--- src/oisr_pkg.sv ---
package oisr_pkg;

  // ----------------------------------------
  // Frame layout
  // ----------------------------------------
  localparam int unsigned FRAME_LONG_BITS  = 16;
  localparam int unsigned FRAME_SHORT_BITS = 8;
  localparam int unsigned CHAN_COUNT       = 8;
  localparam int unsigned CRC_BITS         = 5;
  localparam logic [4:0]  CRC_POLY         = 5'h15;   // x^4 + x^2 + 1 (x^5 implied)
  localparam logic [4:0]  CRC_SEED         = 5'h00;
  localparam logic        STOP_BIT_VALUE   = 1'b1;
  localparam logic        WIDTH_SEL_LONG   = 1'b0;

  // ----------------------------------------
  // Snapshot FIFO
  // ----------------------------------------
  localparam int unsigned SNAP_FIFO_DEPTH  = 8;

  // ----------------------------------------
  // Link timing (bench link clock period)
  // ----------------------------------------
  localparam int unsigned SYS_CLK_PERIOD_NS  = 25;
  localparam int unsigned LINK_CLK_PERIOD_NS = 200;
  localparam int unsigned LINK_HALF_CYCLES   = LINK_CLK_PERIOD_NS / (2 * SYS_CLK_PERIOD_NS);

  typedef struct packed {
    logic [7:0] chan;
    logic       supply_low;
    logic       overtemp;
  } oisr_snap_s;

  localparam int unsigned SNAP_WIDTH = $bits(oisr_snap_s);

  typedef enum logic [1:0] {
    ST_IDLE,
    ST_LOAD,
    ST_SHIFT
  } oisr_state_e;

endpackage : oisr_pkg

--- src/oisr_fifo.sv ---
`timescale 1ns/10ps
module oisr_fifo #(
  parameter int unsigned WIDTH = 10,
  parameter int unsigned DEPTH = 8
) (
  input  wire logic             sys_clk_i,
  input  wire logic             rst_b_i,
  input  wire logic             in_valid_i,
  output logic                  in_ready_o,
  input  wire logic [WIDTH-1:0] in_data_i,
  output logic                  out_valid_o,
  input  wire logic             out_ready_i,
  output logic      [WIDTH-1:0] out_data_o
);

  localparam int unsigned AW = $clog2(DEPTH);

  logic [WIDTH-1:0] mem_q [DEPTH];
  logic [AW-1:0]    wr_ptr_q;
  logic [AW-1:0]    rd_ptr_q;
  logic [AW:0]      count_q;
  logic [WIDTH-1:0] out_data_q;
  logic             out_valid_q;

  wire        push      = in_valid_i && in_ready_o;
  wire        stored    = count_q != '0;
  wire        take_out  = out_valid_q && out_ready_i;
  wire        refill    = stored && (!out_valid_q || take_out);

  assign in_ready_o  = count_q != (AW+1)'(DEPTH);
  assign out_valid_o = out_valid_q;
  assign out_data_o  = out_data_q;

  always_ff @(posedge sys_clk_i) begin
    if (push) begin
      mem_q[wr_ptr_q] <= in_data_i;
    end
  end

  always_ff @(posedge sys_clk_i) begin
    if (!rst_b_i) begin
      wr_ptr_q    <= '0;
      rd_ptr_q    <= '0;
      count_q     <= '0;
      out_valid_q <= 1'b0;
      out_data_q  <= '0;
    end else begin
      if (push) begin
        wr_ptr_q <= wr_ptr_q + AW'(1);
      end
      if (refill) begin
        rd_ptr_q   <= rd_ptr_q + AW'(1);
        out_data_q <= mem_q[rd_ptr_q];
      end
      count_q     <= count_q + (AW+1)'(push) - (AW+1)'(refill);
      out_valid_q <= refill || (out_valid_q && !take_out);
    end
  end

endmodule : oisr_fifo

--- src/oisr_serial_readout.sv ---
// Overview of operation
// Width select low: frame carries inputs, five CRC bits, supply and thermal flags.
// Width select high: only the eight input states are sent.
// Long frame order: input 8..1, CRC, supply flag, thermal flag, stop.
// Serial output of each device feeds chain input of the next.
// All chained devices share chip select and serial clock.
// Mode 0: clock idles low, master samples on rising edges.
// Input states captured into shift register as chip select falls.
// First frame bit drives output right after chip select asserts.
// Output advances one bit per falling serial clock edge.
// Frame shifted most significant bit first.
// Output released while chip select is high.
// Master ignores bits after input 1 in short mode unless chained.
// CRC generator polynomial is x^5 + x^4 + x^2 + 1.
// Last bit of the long frame is always one.
// Supply flag follows the field supply monitor level.
// Thermal flag follows the junction temperature alarm level.
// Chain input enters the shift register low end on each shift; short frames take it at bit 8 instead of bit 0.
// Master holds chip select for width times device count clocks.
`timescale 1ns/10ps
module oisr_serial_readout
  import oisr_pkg::*;
(
  input  wire logic       sys_clk_i,
  input  wire logic       rst_b_i,
  input  wire logic [7:0] field_input_channels_i,
  input  wire logic       field_supply_low_i,
  input  wire logic       overtemp_alarm_i,
  input  wire logic       frame_width_select_i,
  input  wire logic       chip_select_b_i,
  input  wire logic       serial_clk_i,
  input  wire logic       chain_data_input_i,
  output logic            serial_data_output_o,
  output logic            serial_data_output_oe_b_o,
  output logic            frame_active_o,
  output logic            snap_overflow_o
);

  // ----------------------------------------
  // Pin synchronisers
  // ----------------------------------------
  logic [2:0] cs_sync_q;
  logic [2:0] sck_sync_q;
  logic [1:0] sin_sync_q;
  logic [1:0] sel_sync_q;
  logic [7:0] chan_meta_q;
  logic [7:0] chan_sync_q;
  logic [1:0] supply_sync_q;
  logic [1:0] temp_sync_q;

  always_ff @(posedge sys_clk_i) begin
    if (!rst_b_i) begin
      cs_sync_q     <= 3'h7;
      sck_sync_q    <= 3'h0;
      sin_sync_q    <= 2'h0;
      sel_sync_q    <= 2'h0;
      chan_meta_q   <= 8'h00;
      chan_sync_q   <= 8'h00;
      supply_sync_q <= 2'h0;
      temp_sync_q   <= 2'h0;
    end else begin
      cs_sync_q     <= {cs_sync_q[1:0], chip_select_b_i};
      sck_sync_q    <= {sck_sync_q[1:0], serial_clk_i};
      sin_sync_q    <= {sin_sync_q[0], chain_data_input_i};
      sel_sync_q    <= {sel_sync_q[0], frame_width_select_i};
      chan_meta_q   <= field_input_channels_i;
      chan_sync_q   <= chan_meta_q;
      supply_sync_q <= {supply_sync_q[0], field_supply_low_i};
      temp_sync_q   <= {temp_sync_q[0], overtemp_alarm_i};
    end
  end

  // Edge detection only on the second and third stages
  wire cs_low    = !cs_sync_q[1];
  wire cs_fall   = cs_sync_q[2] && !cs_sync_q[1];
  wire sck_fall  = sck_sync_q[2] && !sck_sync_q[1];
  wire sin_bit   = sin_sync_q[1];
  wire long_mode = sel_sync_q[1] == WIDTH_SEL_LONG;

  // ----------------------------------------
  // Snapshot capture and FIFO
  // ----------------------------------------
  oisr_snap_s snap_in;
  oisr_snap_s snap_out;
  logic       snap_in_ready;
  logic       snap_out_valid;
  logic       snap_take;

  assign snap_in.chan       = chan_sync_q;
  assign snap_in.supply_low = supply_sync_q[1];
  assign snap_in.overtemp   = temp_sync_q[1];

  oisr_fifo #(
    .WIDTH (SNAP_WIDTH),
    .DEPTH (SNAP_FIFO_DEPTH)
  ) u_snap_fifo (
    .sys_clk_i   (sys_clk_i),
    .rst_b_i     (rst_b_i),
    .in_valid_i  (cs_fall),
    .in_ready_o  (snap_in_ready),
    .in_data_i   (snap_in),
    .out_valid_o (snap_out_valid),
    .out_ready_i (snap_take),
    .out_data_o  (snap_out)
  );

  // ----------------------------------------
  // CRC over the eight input states
  // ----------------------------------------
  function automatic logic [4:0] crc5_calc(input logic [7:0] data);
    logic [4:0] crc;
    logic       fb;
    crc = CRC_SEED;
    for (int i = 7; i >= 0; i--) begin
      fb  = crc[4] ^ data[i];
      crc = {crc[3:0], 1'b0} ^ (fb ? CRC_POLY : 5'h00);
    end
    return crc;
  endfunction : crc5_calc

  wire [4:0]  snap_crc   = crc5_calc(snap_out.chan);
  wire [15:0] frame_long = {snap_out.chan, snap_crc, snap_out.supply_low,
                            snap_out.overtemp, STOP_BIT_VALUE};
  wire [15:0] frame_short = {snap_out.chan, 8'h00};

  // ----------------------------------------
  // Frame state machine and shift register
  // ----------------------------------------
  oisr_state_e state_q;
  oisr_state_e state_d;
  logic [15:0] shift_q;
  logic        overflow_q;

  // Stale snapshots left by a runt select are dropped while idle
  assign snap_take = (state_q != ST_SHIFT) && snap_out_valid;

  always_comb begin
    state_d = state_q;
    case (state_q)
      ST_IDLE:  if (cs_low) begin
        state_d = ST_LOAD;
      end
      ST_LOAD:  if (!cs_low) begin
        state_d = ST_IDLE;
      end else if (snap_out_valid) begin
        state_d = ST_SHIFT;
      end
      ST_SHIFT: if (!cs_low) begin
        state_d = ST_IDLE;
      end
      default:  state_d = ST_IDLE;
    endcase
  end

  always_ff @(posedge sys_clk_i) begin
    if (!rst_b_i) begin
      state_q <= ST_IDLE;
    end else begin
      state_q <= state_d;
    end
  end

  // Short frames take the chain bit at bit 8 so it follows input 1
  wire        shift_step  = (state_q == ST_SHIFT) && sck_fall;
  wire [15:0] shift_long  = {shift_q[14:0], sin_bit};
  wire [15:0] shift_short = {shift_q[14:8], sin_bit, 8'h00};
  wire [15:0] frame_sel   = long_mode ? frame_long : frame_short;
  wire [15:0] step_sel    = long_mode ? shift_long : shift_short;

  always_ff @(posedge sys_clk_i) begin
    if (!rst_b_i) begin
      shift_q <= 16'h0000;
    end else if (snap_take) begin
      shift_q <= frame_sel;
    end else if (shift_step) begin
      shift_q <= step_sel;
    end
  end

  // Shifts since the last load, used by the checks only
  logic [4:0] shift_cnt_q;

  always_ff @(posedge sys_clk_i) begin
    if (!rst_b_i || snap_take) begin
      shift_cnt_q <= 5'h00;
    end else if (shift_step && shift_cnt_q != 5'h1f) begin
      shift_cnt_q <= shift_cnt_q + 5'h01;
    end
  end

  always_ff @(posedge sys_clk_i) begin
    if (!rst_b_i) begin
      overflow_q <= 1'b0;
    end else if (cs_fall && !snap_in_ready) begin
      overflow_q <= 1'b1;
    end
  end

  // ----------------------------------------
  // Outputs
  // ----------------------------------------
  // Output enable is low only while a frame is shifting
  assign serial_data_output_o      = shift_q[15];
  assign serial_data_output_oe_b_o = state_q != ST_SHIFT;
  assign frame_active_o            = state_q == ST_SHIFT;
  assign snap_overflow_o           = overflow_q;

  // ----------------------------------------
  // Checks
  // ----------------------------------------
  // Codeword remainder: zero when the CRC field divides cleanly
  function automatic logic [4:0] crc5_residue(input logic [12:0] cw);
    logic [4:0] rem;
    logic       top;
    rem = 5'h00;
    for (int i = 12; i >= 0; i--) begin
      top = rem[4];
      rem = {rem[3:0], cw[i]} ^ (top ? CRC_POLY : 5'h00);
    end
    return rem;
  endfunction : crc5_residue

  frame_load_a: assert property (@(posedge sys_clk_i) disable iff (!rst_b_i)
    snap_take && long_mode |=> shift_q[0] == STOP_BIT_VALUE)
    else $error("stop bit not loaded");

  short_load_a: assert property (@(posedge sys_clk_i) disable iff (!rst_b_i)
    snap_take && !long_mode |=> shift_q[7:0] == 8'h00)
    else $error("short frame carries status bits");

  msb_first_a: assert property (@(posedge sys_clk_i) disable iff (!rst_b_i)
    snap_take |=> serial_data_output_o == $past(snap_out.chan[7]))
    else $error("first bit is not input 8");

  chan_load_a: assert property (@(posedge sys_clk_i) disable iff (!rst_b_i)
    snap_take |=> shift_q[15:8] == $past(snap_out.chan))
    else $error("input states not loaded");

  crc_load_a: assert property (@(posedge sys_clk_i) disable iff (!rst_b_i)
    snap_take && long_mode |=> crc5_residue(shift_q[15:3]) == 5'h00)
    else $error("crc field wrong");

  flags_load_a: assert property (@(posedge sys_clk_i) disable iff (!rst_b_i)
    snap_take && long_mode |=> shift_q[2:1] == $past({snap_out.supply_low, snap_out.overtemp}))
    else $error("alarm flags wrong");

  release_hi_a: assert property (@(posedge sys_clk_i) disable iff (!rst_b_i)
    !cs_low |=> serial_data_output_oe_b_o)
    else $error("output driven with select high");

  reset_idle_a: assert property (@(posedge sys_clk_i) disable iff (!rst_b_i)
    $rose(rst_b_i) |-> serial_data_output_oe_b_o && !frame_active_o && !snap_overflow_o)
    else $error("outputs not idle after reset");

  first_bit_a: assert property (@(posedge sys_clk_i) disable iff (!rst_b_i)
    cs_fall |-> ##[1:3] !serial_data_output_oe_b_o || !cs_low)
    else $error("first bit late after select");

  shift_start_a: assert property (@(posedge sys_clk_i) disable iff (!rst_b_i)
    $rose(frame_active_o) |-> $past(snap_take))
    else $error("frame started without a fresh load");

  // ----------------------------------------
  // Checks: shifting
  // ----------------------------------------

  shift_step_a: assert property (@(posedge sys_clk_i) disable iff (!rst_b_i)
    state_q == ST_SHIFT && state_d == ST_SHIFT && sck_fall && long_mode && !snap_take
    |=> shift_q == {$past(shift_q[14:0]), $past(sin_bit)})
    else $error("shift step wrong");

  short_shift_a: assert property (@(posedge sys_clk_i) disable iff (!rst_b_i)
    shift_step && !long_mode && !snap_take |=> shift_q[15:8] == {$past(shift_q[14:8]), $past(sin_bit)})
    else $error("short shift step wrong");

  shift_hold_a: assert property (@(posedge sys_clk_i) disable iff (!rst_b_i)
    !snap_take && !shift_step |=> $stable(shift_q))
    else $error("shift register moved without link clock");

  chain_in_a: assert property (@(posedge sys_clk_i) disable iff (!rst_b_i)
    shift_step && !snap_take |=> ($past(long_mode) ? shift_q[0] : shift_q[8]) == $past(sin_bit))
    else $error("chain bit not taken");

  stop_pos_a: assert property (@(posedge sys_clk_i) disable iff (!rst_b_i)
    frame_active_o && long_mode && shift_cnt_q == 5'(FRAME_LONG_BITS - 1) |-> serial_data_output_o == STOP_BIT_VALUE)
    else $error("stop bit not in last place");

  // ----------------------------------------
  // Coverage
  // ----------------------------------------

  cover_long_c:  cover property (@(posedge sys_clk_i) snap_take && long_mode);
  cover_short_c: cover property (@(posedge sys_clk_i) snap_take && !long_mode);
  cover_shift_c: cover property (@(posedge sys_clk_i) frame_active_o && sck_fall);
  cover_chain_c: cover property (@(posedge sys_clk_i) shift_step && sin_bit);
  cover_runt_c:  cover property (@(posedge sys_clk_i) snap_take && state_q == ST_IDLE);

endmodule : oisr_serial_readout

--- config.mk ---
export PLATFORM = sky130hd
export DESIGN_NAME = oisr_serial_readout
export DESIGN_NICKNAME = d
export VERILOG_FILES = /design/src/oisr_pkg.sv /design/src/oisr_fifo.sv /design/src/oisr_serial_readout.sv
export SDC_FILE = /design/constraint.sdc
export NUM_CORES = 1
export LEC_CHECK = 0
export BUFFER_PORTS_ARGS = -buffer_cell sky130_fd_sc_hd__buf_4
export CAP_MARGIN = 20
export CELL_PAD_IN_SITES_DETAIL_PLACEMENT = 1
export CELL_PAD_IN_SITES_GLOBAL_PLACEMENT = 2
export CORE_ASPECT_RATIO = 1.1
export CORE_MARGIN = 4
export CORE_UTILIZATION = 35
export CTS_CLUSTER_DIAMETER = 40
export DETAILED_ROUTE_END_ITERATION = 12
export PLACE_DENSITY_LB_ADDON = 0.1
export SLEW_MARGIN = 30
export SYNTH_ARGS = -nofsm -noshare
export SYNTH_HDL_FRONTEND = slang
export SYNTH_SLANG_ARGS = --single-unit
--- constraint.sdc ---
create_clock -name sys_clk_i -period 4.9 [get_ports sys_clk_i]
set_clock_uncertainty 0.1 [all_clocks]
set_input_delay 0.245 -clock sys_clk_i [delete_from_list [all_inputs] [get_ports sys_clk_i]]
set_output_delay 0.245 -clock sys_clk_i [all_outputs]
set_load 0.02 [all_outputs]
==> summary.md <==
| Metric | Value |
|---|---|
| Crit start category | `register` |
| WL per Instance | `18.2 um` |
| CP top delay family | `adder cells` |
| Seq/Total Area, Yosys | `around 66%` |
| Power Density | `between 500 and 600 nW/um^2` |
| Post-DP HPWL | `around 7400 um` |
| Reg2reg setup slack | `~2.4 ns` |
| Max Slew Vio Count | `0` |
| Antenna violations before repair | `0` |
| Final hold slack | `approximately 0.11 ns` |
| Setup total negative slack | `0 ns` |
| Total Wirelength | `approximately 12000 um` |
| Utilization of the core after routing | `between 40 and 50%` |
| Total CTS buffers | `17` |
| CP bufs+invs | `4` |
| Detail Route Antenna Nets | `0` |
| Max Cap Viol | `0` |
| Syn Nets | `between 400 and 500` |
| CTS tree | `built` |
| IO Port Bufs | `19` |
| FF+latch count, synth | `150` |
| Worst-Margin Slew | `slightly below 0.9 ns` |
| Req. time, crit path | `between 5 and 6 ns` |
| Row cnt | `between 40 and 50` |
| Achievable Freq | `0.393 GHz` |
| Critical Path Sink Type | `register` |
| Routability cong. | `~0.71` |
| Period utilization | `about half` |
| Hold depth | `2` |
| Area grow syn2layout | `19.6%` |
| Hold Path Class | `primary input to register` |
| Crit path largest cell delay | `0.37 ns` |
| CP max-delay cell | `fa_1` |
| Worst path arrival time | `roughly 2.7 ns` |
| Ys Warns | `0` |
| Post-route DRC | `0` |
| Critical Path Stages | `12` |
| DR vias | `about 3.2k` |
| Critical Path Start | `u_snap_fifo.count_q[2]$_SDFF_PN0_` |
| CP endpoint | `u_snap_fifo.count_q[2]$_SDFF_PN0_` |
| # diodes | `0` |
| Number of global-route vias before repair | `3497` |
| Post-layout minimum cycle time | `roughly 2.5 ns` |
| Via/cell ratio | `about 5` |
| Sink Count | `150` |
| Full die area | `about 18000 sq um` |
| Worst r2r src | `u_snap_fifo.count_q[2]$_SDFF_PN0_` |
| Worst-case reg-to-reg path depth | `12` |
| Slew headroom | `41.3%` |
| Layout cells sized above 1 | `about a fifth` |
| First-pass GRT wire length | `~19000 um` |
| Synthesized area | `about 5700 sq um` |
| IO Pins | `20` |
| Clock slew at reported path FFs | `approximately 0.060 ns` |
| Initial detailed-routing violation count | `between 200 and 250` |
| Clock buffer depth | `2` |
| Peak supply drop | `0.000285 V` |
| Largest net degree at the start of global routing | `44` |
| Chip Width | `130 um` |
| Count of final setup violators | `0` |
| Placed insts | `roughly 600` |
| Syn_area_per_cell | `around 15 sq um` |
| Effective utilization at floorplan | `between 30% and 40%` |
| Leak Pwr | `between 0.002 and 0.0025 uW` |
| RSZ-0062 raised after global routing | `no` |
| CP cell instances | `inv_1, ha_1, nor3b_1, a21oi_1, buf_4, ha_1, inv_1, ha_1, inv_1, fa_1, xor2_1, nor2_1` |
| Post-synth EDFFs | `80` |
| Asr flop ratio synth | `0%` |
| Die Height | `about 140 um` |
| Final net count | `approximately 460` |
| Ys flop type | `edfxtp_1` |
| Fin cells | `between 600 and 700` |
| H-tree levels | `4` |
| CTS resizes | `0` |
| Worst-path maximum fanout | `23` |
| Syn Inst Count | `~390` |
| Clock latency on the worst-skew pair | `around 0.4 ns` |
| Total grt overflow | `0` |
| TritonRoute pass-1 iters | `4` |
| Netlist cell types | `51` |
| CORE AREA | `approximately 16000 sq um` |
| Clk Tree Root Cell | `clkbuf_16` |
| Setup CP Type | `register to register` |
| RR Endpoint | `u_snap_fifo.count_q[2]$_SDFF_PN0_` |
| Status | `finished clean` |
| GRT Overall Usage | `around 14%` |
| Hold Fails Final Rpt | `0` |
## logic make-up after synthesis
group	after synthesis	share of synthesized area [%]
DFF	150	66.4
and+or+nand+nor	87	8.38
AOI/OAI and AO/OA	54	6.24
muxes	40	11.4
buffers and inverters	30	2.21
xor gates and xnor gates	18	3.30
adders and majority gates	9	2.10
## synth_stat cells, drive strengths merged, types with 2 or more instances
library cell	instances	area (sq um)
a211oi	8	65.1
nor3	5	25.0
nor2b	3	18.8
o21ai	10	50.1
or3	2	12.5
a21oi	20	111
a31oi	2	12.5
nand2	11	43.8
and2	28	175
nor2	19	71.3
a22oi	3	22.5
xor2	4	35.0
buf	8	43.8
inv	11	41.3
xnor3	2	48.8
nand2b	5	31.3
nand3b	3	22.5
edfxtp	80	2400
mux2	2	22.5
nand3	3	15.0
clkbuf	10	37.5
mux4	20	450
a32oi	2	17.5
dfxtp	70	1400
mux2i	18	180
a32o	2	20.0
a21o	2	15.0
ha	8	100
xnor2	12	105
## layout make-up
class / count / area [sq um]
Inverter: 12 / 45.0
Fill cell: 1625 / 9000
Tap cell: 200 / 250
Multi-Input combinational cell: 208 / 1820
Clock inverter: 11 / 128
Sequential cell: 150 / 3800
Clock buffer: 21 / 460
Timing Repair Buffer: 41 / 347
## through the flow
stage	power [uW]	instance area, sq um	setup slack [ns]
final	3720	6850	2.36
after floorplan	2250	5730	2.34
after CTS	3780	6840	2.31
after detailed placement	2470	6110	2.32
after global routing	3940	6850	2.11
after global placement	2460	6110	2.38
## repair_timing
| action | CTS | global route |
|---|---|---|
| buffers inserted | 0 | 0 |
| hold endpoints to repair | 14 | 0 |
| hold buffers | 14 | 0 |
## routing by layer
metal | share of wire (%) | track usage, % | vias up
li1 | - | - | 1523
met1 | 47 | 18.1 | 1608
met2 | 49 | 22.0 | 33
met3 | 2.0 | 3.04 | 17
met4 | 2.1 | 5.53 | 0
met5 | 0 | 0 | -
## flip-flops by register name, indices dropped and copies added (netlist names)
register / count
u_snap_fifo.rd_ptr_q: 3
chan_meta_q: 8
supply_sync_q: 2
sin_sync_q: 2
sck_sync_q: 3
u_snap_fifo.wr_ptr_q: 3
state_q: 2
cs_sync_q: 3
chan_sync_q: 8
sel_sync_q: 2
u_snap_fifo.out_data_o: 10
snap_overflow_o: 1
temp_sync_q: 2
u_snap_fifo.mem_q: 80
shift_q: 16
u_snap_fifo.out_valid_o: 1
u_snap_fifo.count_q: 4
## worst register-to-register path: cells and delay by family (launching register included)
| kind | cells | cell delay [ns] |
|---|---|---|
| DFF | 1 | 0.30 |
| adders and majority gates | 4 | 0.98 |
| and+or+nand+nor | 2 | 0.36 |
| buffers and inverters | 4 | 0.46 |
| AOI/OAI and AO/OA | 1 | 0.08 |
| xor gates and xnor gates | 1 | 0.14 |
## report_power, final
part	switching (uW)	internal (uW)	total [uW]
combinational	385	455	840
clock	499	778	1280
sequential	154	1450	1600
total	1040	2680	3720
## worst min-delay path by stage
| stage | slack (ns) | startpoint | endpoint |
|---|---|---|---|
| 4_1_cts | 0.11 | rst_b_i | cs_sync_q[0]$_SDFF_PN1_ |
| 6_report | 0.11 | rst_b_i | cs_sync_q[0]$_SDFF_PN1_ |
| 3_5_place_dp | 0.31 | cs_sync_q[0]$_SDFF_PN1_ | cs_sync_q[1]$_SDFF_PN1_ |
| 3_3_place_gp | 0.30 | cs_sync_q[0]$_SDFF_PN1_ | cs_sync_q[1]$_SDFF_PN1_ |
| 5_1_grt | 0.14 | rst_b_i | cs_sync_q[0]$_SDFF_PN1_ |
| 2_1_floorplan | 0.22 | rst_b_i | cs_sync_q[0]$_SDFF_PN1_ |
## placed cells by master (no fill, tap or decap), types with 3 or more instances in the layout
master | Yosys | routed
edfxtp_1 | 80 | 80
dfxtp_1 | 70 | 69
and2_1 | 28 | 28
buf_4 | 2 | 26
mux4_2 | 20 | 20
a21oi_1 | 19 | 19
nor2_1 | 19 | 18
mux2i_1 | 18 | 18
clkbuf_16 | 0 | 17
dlygate4sd3_1 | 0 | 14
xnor2_1 | 12 | 12
nand2_1 | 10 | 10
inv_1 | 10 | 10
o21ai_0 | 10 | 10
ha_1 | 8 | 8
a211oi_1 | 7 | 7
nand2b_1 | 5 | 5
nor3_1 | 5 | 5
clkinv_4 | 0 | 5
xor2_1 | 4 | 4
nor2b_1 | 3 | 3
nand3_1 | 3 | 3
a22oi_1 | 3 | 3
nand3b_1 | 3 | 3
Power figures use the tool's default switching activity.
